<file path="config.mk">
export PLATFORM = sky130hd
export DESIGN_NAME = lcfs_supervisor
export DESIGN_NICKNAME = d
export VERILOG_FILES = /design/src/lcfs_pkg.sv /design/src/lcfs_channel.sv /design/src/lcfs_supervisor.sv
export SDC_FILE = /design/constraint.sdc
export NUM_CORES = 1
export LEC_CHECK = 0
export CAP_MARGIN = 15
export CORE_AREA = 10 10 147 149
export CTS_CLUSTER_SIZE = 40
export DETAILED_ROUTE_END_ITERATION = 6
export DIE_AREA = 0 0 157 159
export DONT_BUFFER_PORTS = 1
export PLACE_DENSITY = 0.72
export REMOVE_ABC_BUFFERS = 1
export SETUP_SLACK_MARGIN = 0.05
export SLEW_MARGIN = 0
export SYNTH_ARGS = -nofsm -noshare
export SYNTH_HDL_FRONTEND = slang
export SYNTH_SLANG_ARGS = --single-unit
</file>
<file path="constraint.sdc">
create_clock -name core_clk_i -period 2.8 [get_ports core_clk_i]
set_input_delay 0.14 -clock core_clk_i [delete_from_list [all_inputs] [get_ports core_clk_i]]
set_output_delay 0.14 -clock core_clk_i [all_outputs]
set_load 0.02 [all_outputs]
</file>
<file path="src/lcfs_pkg.sv">
// Shared constants, types and timing figures of the LED channel fault supervisor
//
// Operation
// - Open-load monitoring only while diagnostics enabled.
// - Open fault after low headroom outlasts deglitch.
// - Headroom above falling threshold restarts open deglitch.
// - Open fault pulls fault bus low.
// - Open fault stops regulation, sources retry current.
// - Open condition gone restores regulation, releases bus.
// - Single short flagged after low output deglitch.
// - Output above rising threshold clears short deglitch.
// - Short fault: channel off, 300us burst every 10ms.
// - Burst seeing output recovered clears short fault.
// - Diagnostic enable gates open and short diagnosis.
// - Thermal protection ignores diagnostic enable.
// - Thermal shutdown: outputs off, bus low, hysteresis.
// - No fault weak pull-up; fault strong pull-down.
// - External low bus shuts regulated current of unshorted channels until high.
// - Low dim input disables regulated current and diagnostics.
package lcfs_pkg;

  // ----------------------------------------------------------------
  // Channel count and clock
  // ----------------------------------------------------------------
  localparam int LCFS_NUM_CH = 3;           // Channels per device
  localparam int LCFS_CLK_PERIOD_NS = 40;   // Core clock period, 25 MHz

  // ----------------------------------------------------------------
  // Timebase and timing figures
  // ----------------------------------------------------------------
  localparam int LCFS_TICK_NS = 1000;       // Timebase tick, one microsecond
  localparam int LCFS_TICK_CYCLES = LCFS_TICK_NS / LCFS_CLK_PERIOD_NS;
  localparam int LCFS_TICK_W = 5;           // Divider width, holds TICK_CYCLES
  localparam int LCFS_RETRY_PERIOD_US = 10000; // Short retry period, 10 ms
  localparam int LCFS_RETRY_BURST_US = 300; // Full-current retry burst
  localparam int LCFS_OPEN_DEG_US = 10;     // Open deglitch, plain default
  localparam int LCFS_SLS_DEG_US = 10;      // Single-short deglitch, plain default
  localparam int LCFS_CNT_W = 14;           // Timer width, holds 10000 ticks

  // ----------------------------------------------------------------
  // Synchroniser layout and reset values
  // ----------------------------------------------------------------
  localparam int LCFS_CMP_W = 4;            // Comparator bits per channel
  localparam int LCFS_SYNC_W = LCFS_NUM_CH * (LCFS_CMP_W + 1) + 4;
  localparam logic LCFS_BUS_LEVEL_LOW = 1'b0; // Level driven when pulling bus

  // ----------------------------------------------------------------
  // Types
  // ----------------------------------------------------------------
  // Comparator results of one channel, produced by the analog front end
  typedef struct packed {
    logic open_rise_below;  // Headroom below open rising threshold
    logic open_fall_above;  // Headroom above open falling threshold
    logic sls_below;        // Scaled output below single-short falling threshold
    logic sls_above;        // Scaled output above single-short rising threshold
  } lcfs_cmp_s;

  // Channel supervisor states
  typedef enum logic [1:0] {
    LCFS_ST_NORMAL = 2'b00,
    LCFS_ST_OPEN = 2'b01,
    LCFS_ST_SHORT_OFF = 2'b10,
    LCFS_ST_SHORT_BURST = 2'b11
  } lcfs_state_e;

endpackage

</file>
<file path="src/lcfs_channel.sv">
// Fault state machine and deglitch/retry timers of one LED channel
`timescale 1ns/1ps
module lcfs_channel import lcfs_pkg::*; #(
  parameter int CNT_W = LCFS_CNT_W,
  parameter int OPEN_DEG_TICKS = LCFS_OPEN_DEG_US,
  parameter int SLS_DEG_TICKS = LCFS_SLS_DEG_US,
  parameter int PERIOD_TICKS = LCFS_RETRY_PERIOD_US,
  parameter int BURST_TICKS = LCFS_RETRY_BURST_US
) (
  input wire logic core_clk_i,
  input wire logic reset_n_i,
  input wire logic tick_i,          // One-cycle timebase enable
  input wire logic diag_i,          // Filtered diagnostic enable
  input wire logic dim_i,           // Filtered dimming input
  input wire logic global_off_i,    // Thermal or bus shutdown
  input wire lcfs_cmp_s cmp_i,      // Filtered comparator results
  output logic open_flag_o,
  output logic short_flag_o,
  output logic burst_o,
  output logic regulate_o,
  output logic retry_cur_o
);

  // ----------------------------------------------------------------
  // Sized timing limits
  // ----------------------------------------------------------------
  localparam logic [CNT_W-1:0] OPEN_LIM = CNT_W'(OPEN_DEG_TICKS);
  localparam logic [CNT_W-1:0] SLS_LIM = CNT_W'(SLS_DEG_TICKS);
  localparam logic [CNT_W-1:0] PERIOD_LAST = CNT_W'(PERIOD_TICKS - 1);
  localparam logic [CNT_W-1:0] BURST_LAST = CNT_W'(BURST_TICKS - 1);
  localparam logic [CNT_W-1:0] CNT_ZERO = '0;
  localparam logic [CNT_W-1:0] CNT_ONE = CNT_W'(1);

  lcfs_state_e state;              // Current channel state
  lcfs_state_e next_state;
  logic [CNT_W-1:0] open_cnt;      // Open deglitch timer
  logic [CNT_W-1:0] sls_cnt;       // Single-short deglitch timer
  logic [CNT_W-1:0] retry_cnt;     // Retry period timer
  logic [CNT_W-1:0] next_open_cnt;
  logic [CNT_W-1:0] next_sls_cnt;
  logic [CNT_W-1:0] next_retry_cnt;

  // ----------------------------------------------------------------
  // Condition decode
  // ----------------------------------------------------------------
  wire diag_on = diag_i & dim_i & ~global_off_i;
  // Restart when diagnosis is off, condition absent or hysteresis crossed
  wire open_restart = ~diag_on | ~cmp_i.open_rise_below | cmp_i.open_fall_above;
  wire sls_restart = ~diag_on | ~cmp_i.sls_below | cmp_i.sls_above;
  wire open_trip = ~open_restart & (open_cnt >= OPEN_LIM);
  wire sls_trip = ~sls_restart & (sls_cnt >= SLS_LIM);
  wire period_end = tick_i & (retry_cnt == PERIOD_LAST);
  wire burst_end = tick_i & (retry_cnt == BURST_LAST);
  wire in_normal = (state == LCFS_ST_NORMAL);
  wire in_short = (state == LCFS_ST_SHORT_OFF) | (state == LCFS_ST_SHORT_BURST);

  // Deglitch timers advance one step per tick; saturation not needed
  // because the trip moves the state out of normal on the same count
  assign next_open_cnt = (open_restart | ~in_normal) ? CNT_ZERO :
                         (tick_i ? open_cnt + CNT_ONE : open_cnt);
  assign next_sls_cnt = (sls_restart | ~in_normal) ? CNT_ZERO :
                        (tick_i ? sls_cnt + CNT_ONE : sls_cnt);
  // Retry timer free-runs over the whole period while a short is held
  assign next_retry_cnt = ~in_short ? CNT_ZERO :
                          (period_end ? CNT_ZERO :
                          (tick_i ? retry_cnt + CNT_ONE : retry_cnt));

  // ----------------------------------------------------------------
  // Next-state decode
  // ----------------------------------------------------------------
  always_comb begin
    next_state = state;
    case (state)
      LCFS_ST_NORMAL: begin
        // Open takes priority: a lifted load also fails the short test
        if (open_trip) begin
          next_state = LCFS_ST_OPEN;
        end else if (sls_trip) begin
          next_state = LCFS_ST_SHORT_OFF;
        end
      end
      LCFS_ST_OPEN: begin
        // Recovery once headroom is back or diagnosis is switched off
        if (cmp_i.open_fall_above | ~diag_i) begin
          next_state = LCFS_ST_NORMAL;
        end
      end
      LCFS_ST_SHORT_OFF: begin
        if (~diag_i) begin
          next_state = LCFS_ST_NORMAL;
        end else if (period_end & dim_i & ~global_off_i) begin
          next_state = LCFS_ST_SHORT_BURST;
        end
      end
      LCFS_ST_SHORT_BURST: begin
        if (~diag_i) begin
          next_state = LCFS_ST_NORMAL;
        end else if (cmp_i.sls_above) begin
          next_state = LCFS_ST_NORMAL;
        end else if (burst_end | ~dim_i | global_off_i) begin
          next_state = LCFS_ST_SHORT_OFF;
        end
      end
      default: begin
        next_state = LCFS_ST_NORMAL;
      end
    endcase
  end

  // ----------------------------------------------------------------
  // State and timer registers
  // ----------------------------------------------------------------
  always_ff @(posedge core_clk_i or negedge reset_n_i) begin
    if (!reset_n_i) begin
      state <= LCFS_ST_NORMAL;
      open_cnt <= CNT_ZERO;
      sls_cnt <= CNT_ZERO;
      retry_cnt <= CNT_ZERO;
    end else begin
      state <= next_state;
      open_cnt <= next_open_cnt;
      sls_cnt <= next_sls_cnt;
      retry_cnt <= next_retry_cnt;
    end
  end

  // ----------------------------------------------------------------
  // Outputs decoded from state; retry current also needs diag_i
  // ----------------------------------------------------------------
  assign open_flag_o = (state == LCFS_ST_OPEN);
  assign short_flag_o = in_short;
  assign burst_o = (state == LCFS_ST_SHORT_BURST);
  assign regulate_o = in_normal | burst_o;
  assign retry_cur_o = open_flag_o & diag_i;

endmodule

</file>
<file path="src/lcfs_supervisor.sv">
// Top of the LED channel fault supervisor: input filters, timebase, fault bus
`timescale 1ns/1ps
module lcfs_supervisor import lcfs_pkg::*; #(
  parameter int NUM_CH = LCFS_NUM_CH,
  parameter int RETRY_PERIOD_US = LCFS_RETRY_PERIOD_US,
  parameter int RETRY_BURST_US = LCFS_RETRY_BURST_US,
  parameter int OPEN_DEG_US = LCFS_OPEN_DEG_US,
  parameter int SLS_DEG_US = LCFS_SLS_DEG_US
) (
  input wire logic core_clk_i,
  input wire logic reset_n_i,
  input wire logic diag_enable_in_i,               // Diagnostic enable pin
  input wire logic [NUM_CH-1:0] channel_dim_in_i,  // Per-channel dimming pins
  input wire lcfs_cmp_s [NUM_CH-1:0] channel_cmp_i, // Analog comparator results
  input wire logic thermal_shutdown_i,             // Over-temperature, with hysteresis
  input wire logic fault_bus_below_low_i,          // Bus sensed below low threshold
  input wire logic fault_bus_above_high_i,         // Bus sensed above high threshold
  output logic [NUM_CH-1:0] channel_output_regulate_o, // Regulate full current
  output logic [NUM_CH-1:0] channel_output_retry_o,    // Small retry current
  output logic [NUM_CH-1:0] channel_open_fault_o,
  output logic [NUM_CH-1:0] channel_short_fault_o,
  output logic fault_bus_o,                        // Driven level, always low
  output logic fault_bus_oe_o,                     // Strong pull-down active
  output logic fault_bus_weak_pullup_o             // Weak pull-up active
);

  // ----------------------------------------------------------------
  // Local sizes and constants
  // ----------------------------------------------------------------
  localparam int SYNC_W = NUM_CH * (LCFS_CMP_W + 1) + 4;
  localparam logic [LCFS_TICK_W-1:0] TICK_LAST = LCFS_TICK_W'(LCFS_TICK_CYCLES - 1);
  localparam logic [LCFS_TICK_W-1:0] TICK_ZERO = '0;
  localparam logic [LCFS_TICK_W-1:0] TICK_ONE = LCFS_TICK_W'(1);
  localparam logic [SYNC_W-1:0] SYNC_RESET = '0;

  // ----------------------------------------------------------------
  // Input synchronisers
  // ----------------------------------------------------------------
  // Every input comes from analog comparators or pins outside the clock
  // domain. Three flops; a new level is accepted only when the second and
  // third agree, which also rejects single-cycle comparator chatter.
  logic [SYNC_W-1:0] sync_raw;   // Raw asynchronous inputs
  logic [SYNC_W-1:0] sync_s1;    // First stage, read only by second stage
  logic [SYNC_W-1:0] sync_s2;
  logic [SYNC_W-1:0] sync_s3;
  logic [SYNC_W-1:0] sync_filt;  // Accepted levels
  logic [SYNC_W-1:0] next_filt;

  assign sync_raw = {channel_cmp_i, channel_dim_in_i, diag_enable_in_i,
                     thermal_shutdown_i, fault_bus_below_low_i, fault_bus_above_high_i};
  // Keep the old level while stages two and three disagree
  assign next_filt = (sync_s2 & sync_s3) | (sync_filt & (sync_s2 | sync_s3));

  // Synchroniser chain
  always_ff @(posedge core_clk_i or negedge reset_n_i) begin
    if (!reset_n_i) begin
      sync_s1 <= SYNC_RESET;
      sync_s2 <= SYNC_RESET;
      sync_s3 <= SYNC_RESET;
      sync_filt <= SYNC_RESET;
    end else begin
      sync_s1 <= sync_raw;
      sync_s2 <= sync_s1;
      sync_s3 <= sync_s2;
      sync_filt <= next_filt;
    end
  end

  // ----------------------------------------------------------------
  // Filtered field split
  // ----------------------------------------------------------------
  wire lcfs_cmp_s [NUM_CH-1:0] cmp_f;
  wire [NUM_CH-1:0] dim_f;
  wire diag_f;
  wire tsd_f;
  wire bus_low_f;
  wire bus_high_f;
  assign {cmp_f, dim_f, diag_f, tsd_f, bus_low_f, bus_high_f} = sync_filt;

  // ----------------------------------------------------------------
  // Internal timebase
  // ----------------------------------------------------------------
  // One-microsecond enable; all deglitch and retry timers count it, so
  // their figures stay exact for any package clock period that splits a microsecond into at most 32 whole cycles
  logic [LCFS_TICK_W-1:0] tick_div; // Divider count
  logic tick;                       // One-cycle pulse each microsecond
  wire tick_wrap = (tick_div == TICK_LAST);

  // Divider
  always_ff @(posedge core_clk_i or negedge reset_n_i) begin
    if (!reset_n_i) begin
      tick_div <= TICK_ZERO;
      tick <= 1'b0;
    end else begin
      tick_div <= tick_wrap ? TICK_ZERO : tick_div + TICK_ONE;
      tick <= tick_wrap;
    end
  end

  // ----------------------------------------------------------------
  // Fault bus sense with hysteresis
  // ----------------------------------------------------------------
  // The hold is set below the low threshold and cleared only above the
  // high one, so a bus sitting between the two keeps its last meaning.
  // Our own pull-down also trips it: every channel but a shorted one stops regulating with ours.
  logic bus_hold; // Bus is held low by someone
  wire next_bus_hold = bus_low_f | (bus_hold & ~bus_high_f);

  // Bus hold register
  always_ff @(posedge core_clk_i or negedge reset_n_i) begin
    if (!reset_n_i) begin
      bus_hold <= 1'b0;
    end else begin
      bus_hold <= next_bus_hold;
    end
  end

  // ----------------------------------------------------------------
  // Channel supervisors
  // ----------------------------------------------------------------
  wire [NUM_CH-1:0] ch_open;
  wire [NUM_CH-1:0] ch_short;
  wire [NUM_CH-1:0] ch_burst;
  wire [NUM_CH-1:0] ch_regulate;
  wire [NUM_CH-1:0] ch_retry;

  // ----------------------------------------------------------------
  // Shutdown masks
  // ----------------------------------------------------------------
  // Thermal off needs no enable: it stands apart from diagnostics.
  // Our own sink also sets the hold, so a shorted channel is exempt;
  // else its own fault would block every retry burst for good.
  // Limitation: it still bursts while a peer holds the bus low.
  wire [NUM_CH-1:0] tsd_all = {NUM_CH{tsd_f}}; // Thermal off, all channels
  wire [NUM_CH-1:0] hold_all = {NUM_CH{bus_hold}}; // Bus hold, all channels
  wire [NUM_CH-1:0] hold_mask = ~ch_short; // Channels the hold may stop
  wire [NUM_CH-1:0] ch_off = tsd_all | (hold_all & hold_mask);

  // One independent supervisor per channel
  genvar gi;
  generate
    for (gi = 0; gi < NUM_CH; gi++) begin : g_ch
      lcfs_channel #(
        .CNT_W(LCFS_CNT_W),
        .OPEN_DEG_TICKS(OPEN_DEG_US),
        .SLS_DEG_TICKS(SLS_DEG_US),
        .PERIOD_TICKS(RETRY_PERIOD_US),
        .BURST_TICKS(RETRY_BURST_US)
      ) u_channel (
        .core_clk_i(core_clk_i),
        .reset_n_i(reset_n_i),
        .tick_i(tick),
        .diag_i(diag_f),
        .dim_i(dim_f[gi]),
        .global_off_i(ch_off[gi]),
        .cmp_i(cmp_f[gi]),
        .open_flag_o(ch_open[gi]),
        .short_flag_o(ch_short[gi]),
        .burst_o(ch_burst[gi]),
        .regulate_o(ch_regulate[gi]),
        .retry_cur_o(ch_retry[gi])
      );
    end
  endgenerate

  // ----------------------------------------------------------------
  // Output decode
  // ----------------------------------------------------------------
  // Regulated current flows only with dim high and no global shutdown
  wire [NUM_CH-1:0] next_regulate = ch_regulate & dim_f & ~ch_off;
  // Retry current ignores dimming but not thermal shutdown
  wire [NUM_CH-1:0] next_retry = ch_retry & {NUM_CH{~tsd_f}};
  wire fault_any = (|ch_open) | (|ch_short) | tsd_f;

  // Output registers
  always_ff @(posedge core_clk_i or negedge reset_n_i) begin
    if (!reset_n_i) begin
      channel_output_regulate_o <= '0;
      channel_output_retry_o <= '0;
      channel_open_fault_o <= '0;
      channel_short_fault_o <= '0;
      fault_bus_o <= LCFS_BUS_LEVEL_LOW;
      fault_bus_oe_o <= 1'b0;
      fault_bus_weak_pullup_o <= 1'b1;
    end else begin
      channel_output_regulate_o <= next_regulate;
      channel_output_retry_o <= next_retry;
      channel_open_fault_o <= ch_open;
      channel_short_fault_o <= ch_short;
      fault_bus_o <= LCFS_BUS_LEVEL_LOW;
      fault_bus_oe_o <= fault_any;
      fault_bus_weak_pullup_o <= ~fault_any;
    end
  end

  // Per-channel checks

  generate
    for (gi = 0; gi < NUM_CH; gi++) begin : g_chk

    end
  endgenerate
endmodule

</file>
[Word-level counts from Yosys, hierarchy flattened]
Cells that the tools add are included.
Cells by class
  add/sub/neg operators: 10
  $lt $le $gt $ge: 6
  equality and inequality tests: 31
  multiplexer cells: 49
  bitwise operators: 103
  reduce and logical (&&, ||, !) cells: 14
Operators by type and width (count)
  $mux 14: 21
  $add 14x1->14 const B: 9
  $ge 14x4->1 const B: 6
  $mux 2: 24
  $eq 14x14->1 const B: 3
  $eq 14x9->1 const B: 3
  $and 19x19->19: 2
  $or 19x19->19: 2
  $or 1x1->1: 36
  $and 1x1->1: 28
  $not 1->1: 28
  $pmux 2 s4: 3
  $and 3x3->3: 4
  $eq 2x2->1 const B: 6
  $ne 4x4->1 const B: 3
  $reduce_and 4->1: 3
  $reduce_bool 2->1: 6
  $ne 3x1->1 const B: 3
  $ne 3x2->1 const B: 3
  $ne 3x3->1 const B: 3
  $eq 2x1->1 const B: 3
  $logic_not 2->1: 3
  $ne 2x2->1 const B: 3
  $not 3->3: 2
  other kinds (5): 6
Word-level totals
  flip-flop bits (word level): 229
  bits of input ports: 21
  logic and storage cells: 238

[Logic depth before layout (Yosys ltp)]
  depth in word-level cells: 15
  mapped depth: 9

[Hierarchy]
From an unflattened synthesis, not the netlist that was laid out.
Unflattened totals
  cell total of the unflattened synthesis: 935
  area, all modules: 10232.3 µm²
By module, submodules not included
  lcfs_channel at g_ch[0].u_channel ...: instances 2, cells an instance 262, area each 2454.9 µm², seq. area each 1101.1 µm²
  lcfs_supervisor: instances 1, cells an instance 156, area each 2890.3 µm², seq. area each 2428.6 µm²
  lcfs_channel at g_ch[1].u_channel: instances 1, cells an instance 255, area each 2432.3 µm², seq. area each 1101.1 µm²

[Worst setup path before layout]
Ideal clock, no wire load.
  path type: reg2reg
  start point: register g_ch[2].u_channel.retry_cnt[11]
  end point: register g_ch[2].u_channel.state[0]
  arrival time: 2.196 ns
  path slack: 0.476 ns
  stages on the path, launching flop included: 6
  path buffers: 0
  clock period less this slack: 2.324 ns
  cells stage by stage: dfrtp_1 -> or4_1 -> or4_1 -> a32o_1 -> nor3_2 -> mux2_1
Between the ends
  cells in the longest elaborated chain, start to end: 6
  elaborated cells on any way between the ends: 11
Ends and longest elaborated chain
  start, declared: RTL line lcfs_channel.sv:38  | logic [CNT_W-1:0] retry_cnt;
  start signal, assigned: RTL line lcfs_channel.sv:123  | retry_cnt <= next_retry_cnt;
  $eq 14x9->1 / $eq 14x14->1 (equally long branches): RTL line lcfs_channel.sv:53, lcfs_channel.sv:52
  $and 1x1->1 (on tied branches): RTL line lcfs_channel.sv:53, lcfs_channel.sv:52
  $or 1x1->1 / $and 1x1->1 (equally long branches) (2 in a row): RTL line lcfs_channel.sv:100, lcfs_channel.sv:91
  $ne 4x4->1 (no line) / $ne 3x3->1 (equally long branches)
  $reduce_and 4->1 (no line) (*)
  end signal, assigned: RTL line lcfs_channel.sv:120  | state <= next_state;
  end, declared: RTL line lcfs_channel.sv:34  | lcfs_state_e state;
Every way passes the cells marked *; elsewhere a longest branch is shown, timed or not.
A chain may end at the register's enable or synchronous reset.

[Worst setup path after layout]
Same ends and word-level chain as after synthesis.

==> metrics <==
fin nets 1021; Leak 0.00478 µW; PnR worst setup slack 342 ps; clk_lat worst skew 520 ps; Critical Path RT 3200 ps; Layout area overhead 13.4%; clock skew 8.33 ps; first-pass iteration count of the detailed router 5; initial DRC count 467; crit path time final 2460 ps; Filler cells 1478; CTS H-tree depth 1; Top delay family on crit path simple AND/OR/NAND/NOR gates; CORE AREA 18600 µm²; final worst-path cycle share 87.8%; most frequent cells in the layout dfrtp_1 (227), nor2_1 (134), xor2_1 (58); Max-slew headroom 48.9%; Initial Util 54.6%; violated checks negative hold slack; Slew Limit Fails 0; CP Launch Point g_ch[2].u_channel.retry_cnt[11]; #FFs+latches synth 229; Place WS 358 ps; TritonCTS buffer count 25; die height 159 µm; outcome complete, but fails checks; RR Startpoint g_ch[2].u_channel.retry_cnt[11]; final setup fails 0; first-pass GRT wire length 32500 µm; Crit Path Category reg2reg; crit path max fanout 5; cts hold-fix bufs 19; Worst path max stage delay 550 ps; CP most frequent cell or4_1; Final Hold Viols 229; remaining antenna violation count 0; CTS max path bufs 3; measured slew at the worst slew-check pin 762 ps; pin count of the biggest net entering global routing 230; register area 5730 µm²; DP Area 10400 µm²; crit path DAT 2850 ps; CTS tree done; post-CTS sizing 0; Post-Syn Instances 936; wire per inst 15.4 µm; CP bufs+invs 0; GR Overflow Total 0; hpwl dp 12400 µm; Core Util, Final 61.9%; initial antenna violation count 0; Max Cap Viol 0; Post-synth EDFFs 0; Post-synth top flop dfrtp_1; Power Density 615 nW/µm²; top cell type's share of synthesized area 56.2%; Global Route Usage Sum 15.2%; Die X 157 µm; GPL Wtd Cong 0.869; worst hold margin -683 ps; Area contributors post-synth dfrtp_1 (56%), xor2_1 (5.0%), nor2_1 (5.0%); Rows 50; area of the multi-input gates 4180 µm²; CTS Sinks 229; buffers added on ports 0; share of flip-flops with an asynchronous set or reset 100%; share of post-route cells with drive strength above 1 6.59%; vias per cell 5.57; peak supply drop 0.589 mV; min-delay worst type in2async; slowest CP cell or4_1; fin area 11500 µm²; Placed Cells 1156; Distinct cells, synth 54; Post-CTS Setup Inserts 0; DRC violations left 0; IO Pins 36; DR vias 6802; diode count 0; Detailed Route WL 18800 µm; fmax 407 MHz; Post-Syn Area per Cell 10.8 µm²; post-route non-filler standard cell count 1221; Root Buffer clkbuf_16; commonest non-fill, non-tap cell in the layout dfrtp_1; CP cell instances or4_1 -> or4_1 -> a32o_1 -> nor3_2 -> mux2_1; die area 25000 µm²; Synthesis Warnings 0; startpoint types flop; RSZ-0062 raised after global routing false; number of global-route vias before repair 6640; crit path capture type flop; sequential area share after synthesis 56.5%; Synth area leader dfrtp_1; Post-Syn Area 10100 µm²; CTS clk-pin slew, worst paths 60 ps
worst reg2reg max path: cells and delay by family (launching register included):
kind | cells | cell delay [ps]
DFF | 1 | 410
muxes | 1 | 360
and+or+nand+nor | 3 | 1300
AOI/OAI and AO/OA | 1 | 280
metrics by stage:
| step | setup TNS, ps | power [µW] |
|---|---|---|
| 6_report | 0 | 7080 |
| 3_5_place_dp | 0 | 3590 |
| 3_3_place_gp | 0 | 3590 |
| 4_1_cts | 0 | 7150 |
| 2_1_floorplan | -2430 | 3550 |
| 5_1_grt | 0 | 7320 |
Yosys cell counts, types with 3 or more instances:
master / instances
or3_1: 15
or4b_1: 4
nand4b_1: 9
nor2b_1: 9
inv_1: 39
clkbuf_1: 21
and4_1: 5
nand2b_1: 4
nand3_1: 41
nor4b_1: 3
and3b_1: 6
a21oi_1: 17
xnor2_1: 39
mux2i_1: 5
nand4_1: 39
nor3_1: 13
a22o_1: 3
o21ba_2: 3
or4_1: 3
o41ai_1: 4
maj3_1: 19
nor4_1: 23
nand2_1: 51
o21ai_0: 36
mux2_1: 3
and2_1: 4
nor3b_1: 8
or2_2: 4
nand3b_1: 3
o31ai_1: 10
xor2_1: 58
dfrtp_1: 228
nor2_1: 134
ha_1: 32
and3_1: 12
a211oi_1: 7
power by group:
group          switching [µW]  internal, µW
clock network            1310          2210
logic                    43.6          57.1
registers                62.7          3390
per-layer routing:
layer / global-route usage (%) / vias to the layer above / wire [µm]
met5: 0 / - / 0
met4: 3.73 / 0 / 381
met3: 2.67 / 34 / 988
met2: 23.0 / 157 / 8520
met1: 22.3 / 3296 / 8920
li1: - / 3315 / -
final timing paths:
kind | slack (ps) | depth (start not counted) | endpoint
setup / recovery | 340 | 5 | g_ch[2].u_channel.state[0]
hold / removal | -680 | 0 | g_ch[0].u_channel.sls_cnt[8]
setup reg to reg | 340 | 5 | g_ch[2].u_channel.state[0]
hold reg to reg | 350 | 0 | sync_s2[17]
max in group asynchronous | 3230 | 0 | g_ch[1].u_channel.sls_cnt[5]
min in group core_clk_i | 170 | 1 | sync_s1[8]
area by class of cell:
type / count / area share, %
flip-flops and latches: 229 / 49.8
multi-input cells: 645 / 36.3
clock buffers: 33 / 6.05
well taps: 234 / 2.54
repair buffers: 28 / 2.24
clock inverters: 13 / 1.75
inverters: 39 / 1.27
state kept, by name, summed over array words and instances, names as in the netlist, 5 cells and up:
register and cells:
g_ch.u_channel.open_cnt 42, g_ch.u_channel.retry_cnt 42, g_ch.u_channel.sls_cnt 42, g_ch.u_channel.state 6, sync_filt 19, sync_s1 19, sync_s2 19, sync_s3 19
tick_div 5
kinds of logic (layout without fill, tap and decap cells):
logic type	Yosys count	count (layout)	share of synthesized area [%]
mux	9	9	0.937
simple gates	398	398	20.5
compound gates	89	89	5.51
fa+ha+maj	51	51	5.82
other cells	1	1	0.0370
buf+inv	62	113	2.34
xor+xnor	97	97	8.37
flops	229	229	56.5
Note: power is estimated with default switching activity, not from simulation.
